===== config.mk =====
export PLATFORM = sky130hd
export DESIGN_NAME = lcsp_status_port
export DESIGN_NICKNAME = d
export VERILOG_FILES = /design/src/hw/lcsp_pkg.sv /design/src/hw/lcsp_status_port.sv
export SDC_FILE = /design/constraint.sdc
export NUM_CORES = 1
export LEC_CHECK = 0
export BUFFER_PORTS_ARGS = -buffer_cell sky130_fd_sc_hd__buf_2
export CORE_UTILIZATION = 59
export CTS_CLUSTER_DIAMETER = 30
export DETAILED_ROUTE_END_ITERATION = 10
export GPL_ROUTABILITY_DRIVEN = 0
export PLACE_DENSITY = 0.86
export SYNTH_ARGS = -nofsm -noshare
export SYNTH_HDL_FRONTEND = slang
export SYNTH_SLANG_ARGS = --single-unit
export TNS_END_PERCENT = 30

===== constraint.sdc =====
create_clock -name mclk -period 5.3 [get_ports mclk]
set_clock_uncertainty 0.05 [all_clocks]
set_input_delay 0.53 -clock mclk [delete_from_list [all_inputs] [get_ports mclk]]
set_output_delay 0.53 -clock mclk [all_outputs]
set_load 0.05 [all_outputs]

===== src/hw/lcsp_pkg.sv =====
package lcsp_pkg;

	// ==========================================================
	// port addresses and select values
	localparam logic [31:0] DATA_WINDOW_ADDR = 32'h10084400;
	localparam logic [31:0] SELECT_PORT_ADDR = 32'h10084404;
	localparam logic [1:0]  PICK_CSR0        = 2'h0;
	localparam logic [1:0]  PICK_RESET       = 2'h0;

	// ==========================================================
	// controller_status_zero bit positions
	localparam int ERR_BIT   = 15;
	localparam int OVERLONG_BIT    = 14;
	localparam int HEARTBEAT_BIT   = 13;
	localparam int MISS_BIT        = 12;
	localparam int DMA_TIMEOUT_BIT = 11;
	localparam int RX_DONE_BIT     = 10;
	localparam int TX_DONE_BIT     = 9;
	localparam int SETUP_DONE_BIT  = 8;
	localparam int IRQ_SUM_BIT     = 7;
	localparam int IRQ_GATE_BIT    = 6;
	localparam int RX_ACTIVE_BIT   = 5;
	localparam int TX_ACTIVE_BIT   = 4;
	localparam int TDMD_BIT        = 3;
	localparam int STOP_BIT        = 2;
	localparam int RUN_BIT         = 1;
	localparam int INIT_BIT        = 0;
	localparam logic [15:0] CSR0_RESET = 16'h0004;

	// ==========================================================
	// interrupt identity
	localparam logic [4:0] PRIORITY_LEVEL = 5'h16;
	localparam logic [7:0] VECTOR_OFFSET  = 8'hD5;

	// ==========================================================
	// timing
	localparam int CLK_PERIOD_PS     = 10000;
	localparam int BABBLE_BYTES      = 1519;
	localparam int HEARTBEAT_WIN_PS  = 2000000;
	localparam int DMA_TIMEOUT_PS    = 25600000;
	// longest waits, rounded down
	localparam int HEARTBEAT_CYCLES  = HEARTBEAT_WIN_PS / CLK_PERIOD_PS;
	localparam int DMA_TIMEOUT_CYCLES = DMA_TIMEOUT_PS / CLK_PERIOD_PS;

	// ==========================================================
	// host access and engine events
	typedef struct packed {
		logic        rd;
		logic        wr;
		logic        sel_port;
		logic [15:0] wdata;
	} lcsp_host_t;

	typedef struct packed {
		logic tx_byte;
		logic tx_frame_start;
		logic tx_frame_end;
		logic collision;
		logic rx_dropped;
		logic loopback;
		logic dma_start;
		logic dma_ready;
		logic rx_desc_last;
		logic rx_fail;
		logic tx_desc_last;
		logic tx_fail;
		logic setup_finished;
		logic rx_enable;
		logic tx_enable;
		logic tx_demand_seen;
	} lcsp_event_t;

endpackage


===== src/hw/lcsp_status_port.sv =====
// Summary of operation
// - 16-bit data window reaches the register chosen by the select port.
// - with stop clear, registers one to three ignore writes, read as zero.
// - data window accesses alter the select value only by setting stop, which clears it.
// - register zero readable anytime; reads have no side effect.
// - power-up clears register zero except stop, which is set.
// - bit 15 is OR of bits 14..11, read only.
// - overlong flag sets after 1519 bytes of one frame; frame continues.
// - heartbeat flag sets if no collision within 2 us after transmit.
// - lost-frame flag sets when incoming frame has no receive buffer, except in loopback.
// - DMA timeout flag after 25.6 us without ready; clears bits 5:4.
// - bits 14..8 write-one-to-clear; cleared by stop and resets.
// - receive-done sets on last receive descriptor update or failure.
// - transmit-done sets on last transmit descriptor update or failure.
// - setup-done sets when setup block read and stored while the init bit is set.
// - bit 7 is OR of bits 14,12,11,10,9,8, read only.
// - enabled summary posts request on line two, level 16, vector D5.
// - bit 6 read/write interrupt gate; cleared by stop and resets.
// - select field picks register by value; cleared at reset and stop.
// - setting stop halts activity and clears other register zero bits.
module lcsp_status_port #(
	parameter int DMA_TIMEOUT = lcsp_pkg::DMA_TIMEOUT_CYCLES,
	parameter int HB_WINDOW   = lcsp_pkg::HEARTBEAT_CYCLES
) (
	input  wire logic                mclk,
	input  wire logic                reset_n,
	input  wire logic                io_bus_reset,
	input  wire lcsp_pkg::lcsp_host_t host,
	input  wire lcsp_pkg::lcsp_event_t evt,
	input  wire logic [15:0]         csr1_rdata,
	input  wire logic [15:0]         csr2_rdata,
	input  wire logic [15:0]         csr3_rdata,
	output logic [15:0]              rdata,
	output logic [1:0]               register_pick,
	output logic                     ext_csr_wr,
	output logic [15:0]              ext_csr_wdata,
	output logic                     run_command,
	output logic                     init_command,
	output logic                     stop_state,
	output logic                     request_line_two,
	output logic [4:0]               priority_level,
	output logic [7:0]               vector_offset
);

	// ==========================================================
	// decode
	logic        csr0_wr;
	logic        sel_wr;
	logic        stop_set;
	logic [15:0] w;

	assign w        = host.wdata;
	assign sel_wr   = host.wr && host.sel_port;
	assign csr0_wr  = host.wr && !host.sel_port
		&& register_pick == lcsp_pkg::PICK_CSR0;
	assign stop_set = csr0_wr && w[lcsp_pkg::STOP_BIT];

	function automatic logic w1c(input logic cur, input logic set,
		input logic clr);
		w1c = set ? 1'b1 : (clr ? 1'b0 : cur);
	endfunction

	// ==========================================================
	// select port
	always_ff @(posedge mclk or negedge reset_n) begin
		if (!reset_n) begin
			register_pick <= lcsp_pkg::PICK_RESET;
		end else if (io_bus_reset || stop_set) begin
			register_pick <= lcsp_pkg::PICK_RESET;
		end else if (sel_wr) begin
			register_pick <= w[1:0];
		end
	end

	// ==========================================================
	// control bits
	logic stop_q;
	logic run_q;
	logic init_q;
	logic tdmd_q;
	logic irq_gate_q;
	logic receiver_active_q;
	logic transmitter_active_q;
	logic clear_all;

	assign clear_all = io_bus_reset || stop_set;

	always_ff @(posedge mclk or negedge reset_n) begin
		if (!reset_n) begin
			stop_q <= 1'b1;
		end else if (clear_all) begin
			stop_q <= 1'b1;
		end else if (csr0_wr && (w[lcsp_pkg::RUN_BIT]
			|| w[lcsp_pkg::INIT_BIT])) begin
			stop_q <= 1'b0;
		end
	end

	always_ff @(posedge mclk or negedge reset_n) begin
		if (!reset_n) begin
			run_q <= 1'b0;
		end else if (clear_all) begin
			run_q <= 1'b0;
		end else if (csr0_wr && w[lcsp_pkg::RUN_BIT]) begin
			run_q <= 1'b1;
		end
	end

	always_ff @(posedge mclk or negedge reset_n) begin
		if (!reset_n) begin
			init_q <= 1'b0;
		end else if (clear_all) begin
			init_q <= 1'b0;
		end else if (csr0_wr && w[lcsp_pkg::INIT_BIT]) begin
			init_q <= 1'b1;
		end
	end

	// host demand wins over the engine's acknowledge
	always_ff @(posedge mclk or negedge reset_n) begin
		if (!reset_n) begin
			tdmd_q <= 1'b0;
		end else if (clear_all) begin
			tdmd_q <= 1'b0;
		end else if (csr0_wr && w[lcsp_pkg::TDMD_BIT]) begin
			tdmd_q <= 1'b1;
		end else if (evt.tx_demand_seen) begin
			tdmd_q <= 1'b0;
		end
	end

	always_ff @(posedge mclk or negedge reset_n) begin
		if (!reset_n) begin
			irq_gate_q <= 1'b0;
		end else if (clear_all) begin
			irq_gate_q <= 1'b0;
		end else if (csr0_wr) begin
			irq_gate_q <= w[lcsp_pkg::IRQ_GATE_BIT];
		end
	end

	// ==========================================================
	// timers
	logic [10:0] tx_bytes_q;
	logic [31:0] hb_cnt_q;
	logic        hb_wait_q;
	logic [31:0] dma_cnt_q;
	logic        dma_wait_q;
	logic        overlong_ev;
	logic        heartbeat_ev;
	logic        dma_timeout_ev;

	assign overlong_ev = evt.tx_byte
		&& tx_bytes_q == 11'(lcsp_pkg::BABBLE_BYTES - 1);
	assign heartbeat_ev = hb_wait_q && !evt.collision
		&& hb_cnt_q == 32'(HB_WINDOW - 1);
	assign dma_timeout_ev = dma_wait_q && !evt.dma_ready
		&& dma_cnt_q == 32'(DMA_TIMEOUT - 1);

	always_ff @(posedge mclk or negedge reset_n) begin
		if (!reset_n) begin
			tx_bytes_q <= 11'h000;
		end else if (stop_q || evt.tx_frame_start) begin
			tx_bytes_q <= 11'h000;
		end else if (evt.tx_byte && tx_bytes_q != 11'h7FF) begin
			tx_bytes_q <= tx_bytes_q + 11'h001;
		end
	end

	always_ff @(posedge mclk or negedge reset_n) begin
		if (!reset_n) begin
			hb_wait_q <= 1'b0;
			hb_cnt_q  <= 32'h0;
		end else if (stop_q || evt.collision || heartbeat_ev) begin
			hb_wait_q <= 1'b0;
			hb_cnt_q  <= 32'h0;
		end else if (evt.tx_frame_end) begin
			hb_wait_q <= 1'b1;
			hb_cnt_q  <= 32'h0;
		end else if (hb_wait_q) begin
			hb_cnt_q <= hb_cnt_q + 32'h1;
		end
	end

	always_ff @(posedge mclk or negedge reset_n) begin
		if (!reset_n) begin
			dma_wait_q <= 1'b0;
			dma_cnt_q  <= 32'h0;
		end else if (stop_q || evt.dma_ready || dma_timeout_ev) begin
			dma_wait_q <= 1'b0;
			dma_cnt_q  <= 32'h0;
		end else if (evt.dma_start) begin
			dma_wait_q <= 1'b1;
			dma_cnt_q  <= 32'h0;
		end else if (dma_wait_q) begin
			dma_cnt_q <= dma_cnt_q + 32'h1;
		end
	end

	// ==========================================================
	// sticky flags, set wins over clear
	logic overlong_q;
	logic heartbeat_q;
	logic miss_q;
	logic dma_timeout_q;
	logic rx_done_q;
	logic tx_done_q;
	logic setup_done_q;
	logic [14:8] clr;

	assign clr = csr0_wr ? w[14:8] : 7'h00;

	always_ff @(posedge mclk or negedge reset_n) begin
		if (!reset_n) begin
			overlong_q <= 1'b0;
		end else if (clear_all) begin
			overlong_q <= 1'b0;
		end else begin
			overlong_q <= w1c(overlong_q, overlong_ev, clr[14]);
		end
	end

	always_ff @(posedge mclk or negedge reset_n) begin
		if (!reset_n) begin
			heartbeat_q <= 1'b0;
		end else if (clear_all) begin
			heartbeat_q <= 1'b0;
		end else begin
			heartbeat_q <= w1c(heartbeat_q, heartbeat_ev,
				clr[13]);
		end
	end

	always_ff @(posedge mclk or negedge reset_n) begin
		if (!reset_n) begin
			miss_q <= 1'b0;
		end else if (clear_all) begin
			miss_q <= 1'b0;
		end else begin
			miss_q <= w1c(miss_q, evt.rx_dropped && !evt.loopback,
				clr[12]);
		end
	end

	always_ff @(posedge mclk or negedge reset_n) begin
		if (!reset_n) begin
			dma_timeout_q <= 1'b0;
		end else if (clear_all) begin
			dma_timeout_q <= 1'b0;
		end else begin
			dma_timeout_q <= w1c(dma_timeout_q, dma_timeout_ev,
				clr[11]);
		end
	end

	always_ff @(posedge mclk or negedge reset_n) begin
		if (!reset_n) begin
			rx_done_q <= 1'b0;
		end else if (clear_all) begin
			rx_done_q <= 1'b0;
		end else begin
			rx_done_q <= w1c(rx_done_q,
				evt.rx_desc_last || evt.rx_fail, clr[10]);
		end
	end

	always_ff @(posedge mclk or negedge reset_n) begin
		if (!reset_n) begin
			tx_done_q <= 1'b0;
		end else if (clear_all) begin
			tx_done_q <= 1'b0;
		end else begin
			tx_done_q <= w1c(tx_done_q,
				evt.tx_desc_last || evt.tx_fail, clr[9]);
		end
	end

	always_ff @(posedge mclk or negedge reset_n) begin
		if (!reset_n) begin
			setup_done_q <= 1'b0;
		end else if (clear_all) begin
			setup_done_q <= 1'b0;
		end else begin
			setup_done_q <= w1c(setup_done_q,
				evt.setup_finished && init_q, clr[8]);
		end
	end

	// stay off while the memory timeout flag stands
	always_ff @(posedge mclk or negedge reset_n) begin
		if (!reset_n) begin
			receiver_active_q <= 1'b0;
		end else if (clear_all || dma_timeout_ev) begin
			receiver_active_q <= 1'b0;
		end else if (run_q && !stop_q && !dma_timeout_q) begin
			receiver_active_q <= evt.rx_enable;
		end
	end

	always_ff @(posedge mclk or negedge reset_n) begin
		if (!reset_n) begin
			transmitter_active_q <= 1'b0;
		end else if (clear_all || dma_timeout_ev) begin
			transmitter_active_q <= 1'b0;
		end else if (run_q && !stop_q && !dma_timeout_q) begin
			transmitter_active_q <= evt.tx_enable;
		end
	end

	// ==========================================================
	// summaries and status word
	logic        err_sum;
	logic        irq_summary;
	logic [15:0] csr0;

	assign err_sum = overlong_q | heartbeat_q | miss_q
		| dma_timeout_q;
	assign irq_summary = overlong_q | miss_q | dma_timeout_q
		| rx_done_q | tx_done_q | setup_done_q;
	assign csr0 = {err_sum, overlong_q, heartbeat_q, miss_q,
		dma_timeout_q, rx_done_q, tx_done_q, setup_done_q,
		irq_summary, irq_gate_q, receiver_active_q,
		transmitter_active_q, tdmd_q, stop_q, run_q,
		init_q};

	// ==========================================================
	// registers one to three pass through only while stopped
	assign ext_csr_wr    = host.wr && !host.sel_port
		&& register_pick != lcsp_pkg::PICK_CSR0 && stop_q;
	assign ext_csr_wdata = w;

	always_ff @(posedge mclk or negedge reset_n) begin
		if (!reset_n) begin
			rdata <= 16'h0000;
		end else if (host.rd) begin
			if (host.sel_port)
				rdata <= {14'h0000, register_pick};
			else
				case (register_pick)
					2'h0: rdata <= csr0;
					2'h1: rdata <= stop_q ? csr1_rdata : 16'h0000;
					2'h2: rdata <= stop_q ? csr2_rdata : 16'h0000;
					2'h3: rdata <= stop_q ? csr3_rdata : 16'h0000;
					default: rdata <= 16'h0000;
				endcase
		end
	end

	// ==========================================================
	// interrupt request
	always_ff @(posedge mclk or negedge reset_n) begin
		if (!reset_n) begin
			request_line_two <= 1'b0;
		end else begin
			request_line_two <= irq_summary && irq_gate_q;
		end
	end

	assign priority_level = lcsp_pkg::PRIORITY_LEVEL;
	assign vector_offset  = lcsp_pkg::VECTOR_OFFSET;
	assign run_command    = run_q;
	assign init_command   = init_q;
	assign stop_state     = stop_q;

endmodule


Yosys cells after proc, flatten, opt, wreduce, memory -nomap -nowiden --
Cells that the tools add are included.
Word-level totals: word-level logic and storage cells 154, input port bits 86, register bits 110
Operators by class: mux-type cells 56, eq/ne operators 7, add/sub/neg operators 3, bitwise operators 8, reduce and logical (&&, ||, !) cells 58
Operator list (number):
- 2-to-1 mux 32 bit | 6
- adder 32 x 1 -> 32 bit, second input constant | 2
- 2-to-1 mux 16 bit | 4
- one-hot mux 16 bit (4 select lines) | 1
- 2-to-1 mux 1 bit | 40
- == test 32 x 12 -> 1 bit, second input constant | 1
- == test 32 x 8 -> 1 bit, second input constant | 1
- nonzero test 3 bit | 10
- 2-to-1 mux 11 bit | 2
- logical AND 1 bit | 21
- nonzero test 2 bit | 10
- adder 11 x 1 -> 11 bit, second input constant | 1
- == test 11 bit, second input constant | 1
- inequality test 11 bit, second input constant | 1
- logical OR 1 bit | 10
- bitwise OR 1 bit | 8
- 2-to-1 mux 7 bit | 1
- zero test 1 bit | 6
- == test 2 bit, second input constant | 2
- 2-to-1 mux 2 bit | 2
- == test 2 x 1 -> 1 bit, second input constant | 1
- zero test 2 bit | 1

Depth between registers and ports, before layout --
word-level depth 7, depth in mapped cells 8, mapped depth without buffers 7

Least setup slack after synthesis --
OpenSTA, ideal clock, no wires.
path kind flip-flop to output port, start point reg register_pick[1], end point out ext_csr_wr, stages on the path, launching flop included 5, data arrival time 2.877 ns, required time 4.720 ns, path slack 1.843 ns, path through dfrtp_1 > clkbuf_1 > buf_2 > nor2_1 > nor4bb_1
Between the ends: longest elaborated chain between the ends 3
Ends and longest elaborated chain:
- from (decl) | line lcsp_status_port.sv:34 | output logic [1:0] register_pick,
- from (signal assigned) | line lcsp_status_port.sv:67 | register_pick <= lcsp_pkg::PICK_RESET;
- from (signal assigned) | line lcsp_status_port.sv:69 | register_pick <= lcsp_pkg::PICK_RESET;
- from (signal assigned) | line lcsp_status_port.sv:71 | register_pick <= w[1:0];
- nonzero test 2 bit | line lcsp_status_port.sv:329 | && register_pick != lcsp_pkg::PICK_CSR0 && stop_q;
- logical AND 1 bit (2 in series) | line lcsp_status_port.sv:329
- to (decl) | line lcsp_status_port.sv:35 | output logic ext_csr_wr,
No other way between the ends.

Worst setup path in the final report --
start point reg register_pick[0], end point out ext_csr_wr
The elaborated chain is that of the path after synthesis.

==> out/results.txt <==
status: complete, no violations
Startpoint Class: flip-flop
first-pass GRT wire length: 24800 um
TritonCTS Buffers: 9
Slowest-stage cell, CP: dfrtp_1
Setup-failing EPs final: 0
Via density: 6.07
maximum clock rate: 339 MHz
cells after synthesis: 670
Power Density: 229 nW/um2
# IOs: 138
Avg WL per Cell: 16.7 um
Layout area overhead: 9.62%
CP peak stage delay: 0.95 ns
Peak VDD IR: 0.170 mV
share of cells above drive strength 1: 21.1%
Post-CTS Hold Buffers: 0
vias in the first global route: 5248
total grt overflow: 0
H-tree Lvls: 3
post-synthesis sequential area ratio: 44.5%
top_reg_cell synth: dfrtp_1
CTS sink count: 110
first drt pass iteration count: 5
final worst path period share: 55.6%
ANT cells: 0
GR Util All Layers: 28.4%
Async SR Flop Fraction: 100%
Slew @ Worst Pin: 1.25 ns
Port Buffers: 116
flop and latch count out of synthesis: 110
# DRC: 0
most frequent cell after synthesis: dfrtp_1
Synth Warn #: 0
largest cells by area after synthesis: dfrtp_1, nor2_1, xor2_1
crit path DAT: 2.37 ns
crit-path cells: nor2_1 -> nor4bb_1 -> buf_2
CTS tree: yes
largest area contributor in the netlist: dfrtp_1
CP required: 4.72 ns
ANT nets after route: 0
Clk Latency, worst-skew pair: 0.38 ns
Total Die Area: 10900 um2
Die H: 104 um
EDFF count, synth: 0
max-slew violations: 0
Distinct cells, synth: 56
Leakage: 2.91 nW
Avg Cell Area, Syn: 9.24 um2
switching part of the total: 29.3%
row cnt: 37
post-layout instance area: 6790 um2
Comb power frac: 14.2%
Nets: 837
clock share of power: 29.7%
vias: 5386
commonest cells in the netlist: dfrtp_1, nor2_1, nand2_1
Worst-path clk slew: 0.10 ns
Final Hold Viols: 0
Max transition margin: 15.8%
Post-Syn Area: 6190 um2
Filler Cell Count: 799
Die X: 104 um
DRT Wirelength: 14900 um
top-area cell type share of the netlist area: 44.1%
Gates resized, CTS repair: 0
initial antenna violation count: 0
core area: 10200 um2
setup repair bufs after CTS: 0
sequential share of power: 56.1%
CP Max Fanout: 27
Setup crit end kind: primary output
setup TNS: 0 ns
Initial Utilization: 60.5%
DR iter-0 viols: 345
root buf cell: clkbuf_8
largest net degree at the start of global routing: 66
critical path class: flip-flop to primary output
DP HPWL: 10700 um
Tmin final: 2.95 ns
Hold Path Class: input port to asynchronous set/reset pin
RSZ-0062 raised after global routing: false
placed cell areas: 6610 um2
number of max-cap violations: 0
Net Switching: 0.000455 W
clk buf depth: 2
Internal: 0.00110 W
final cells by class:
cell class	count	area [um2]	area share [%]
repair buffers	120	613	9.04
flip-flops and latches	110	2750	40.6
clock inverters	6	36.3	0.535
clock buffers	10	138	2.03
inverters	21	78.8	1.16
well taps	136	170	2.51
multi-input cells	485	3000	44.1
registers in the layout, summed over array words and instances (netlist names), 2 cells and up:
name,count
dma_cnt_q,32
hb_cnt_q,32
rdata,16
register_pick,2
tx_bytes_q,11
worst max-delay path: cells and delay by family (launching register included):
family | cells | cell delay [ns]
flops | 1 | 0.95
buf+inv | 1 | 0.31
simple gates | 2 | 0.73
placed cells by master, fill, tap and decap left out, types with 3 or more instances in the layout:
| master | Yosys | layout |
|---|---|---|
| buf_2 | 8 | 115 |
| dfrtp_1 | 109 | 109 |
| nor2_1 | 97 | 97 |
| nand2_1 | 44 | 44 |
| xor2_1 | 41 | 41 |
| nand3_1 | 38 | 38 |
| nand4_1 | 32 | 32 |
| nor4_1 | 26 | 26 |
| xnor2_1 | 25 | 25 |
| a21oi_1 | 21 | 21 |
| inv_1 | 21 | 21 |
| conb_1 | 2 | 13 |
| nor3_1 | 12 | 12 |
| mux2_2 | 11 | 11 |
| o22ai_1 | 11 | 11 |
| a22oi_1 | 10 | 10 |
| and3_1 | 10 | 10 |
| clkbuf_8 | 0 | 10 |
| nor2b_1 | 8 | 8 |
| mux2i_1 | 8 | 8 |
| a22o_1 | 8 | 8 |
| o21ai_0 | 7 | 7 |
| nand2b_1 | 6 | 6 |
| and4_1 | 6 | 6 |
| a211oi_1 | 5 | 5 |
| a31oi_1 | 5 | 5 |
| buf_4 | 33 | 5 |
| ha_1 | 4 | 4 |
| clkinv_2 | 0 | 4 |
| or2_2 | 3 | 3 |
| o22a_1 | 3 | 3 |
| and2_1 | 3 | 3 |
worst paths after layout:
kind                            slack [ns]     endpoint  cells after the start             start
min in group mclk                     0.28    hb_wait_q                      2           evt[12]
max in group asynchronous             3.88  hb_cnt_q[6]                      2           reset_n
worst max register to register        2.49  hb_cnt_q[6]                      5      hb_cnt_q[21]
worst min-delay path                  0.08     rdata[2]                      1           reset_n
worst min register to register        0.47     rdata[1]                      1          rdata[1]
worst max-delay path                  2.35   ext_csr_wr                      3  register_pick[0]
power groups by stage:
stage,clock (W),combinational (W),sequential (W)
after floorplan,0,0.000130,0.000917
after global placement,0,0.000215,0.000887
after detailed placement,0,0.000219,0.000888
after CTS,0.000470,0.000220,0.000872
after global routing,0.000501,0.000236,0.000875
final,0.000461,0.000221,0.000873
routing by layer:
layer	part of all wire [%]	up-vias	track usage (%)
li1	-	2480	-
met1	41	2606	36.5
met2	49	254	46.9
met3	6.8	46	5.51
met4	2.9	0	11.7
met5	0	-	0
kinds of logic (layout without fill, tap and decap cells):
kind of cell	after synthesis	in the layout	share of synthesized area, %
xor gates and xnor gates	66	66	9.34
muxes	19	19	3.29
adders and majority gates	4	4	0.809
AOI/OAI and AO/OA	79	79	8.51
other	2	13	0.121
DFF	110	110	44.5
and+or+nand+nor	304	304	25.6
buffers and inverters	86	157	7.88
metrics by stage:
stage                     total power [W]  utilization (%)  cells  setup slack, ns  hold slack, ns
after floorplan                   0.00105                -    681             1.84           0.184
after global placement            0.00110             64.6    872             2.72           0.439
after detailed placement          0.00111             64.6    872             2.50           0.445
after CTS                         0.00156             66.3    888             2.39          0.0919
after global routing              0.00161             66.3    888             2.25           0.113
final                             0.00155             66.3    888             2.35          0.0780
No activity file was read; power rests on OpenSTA's default activity.
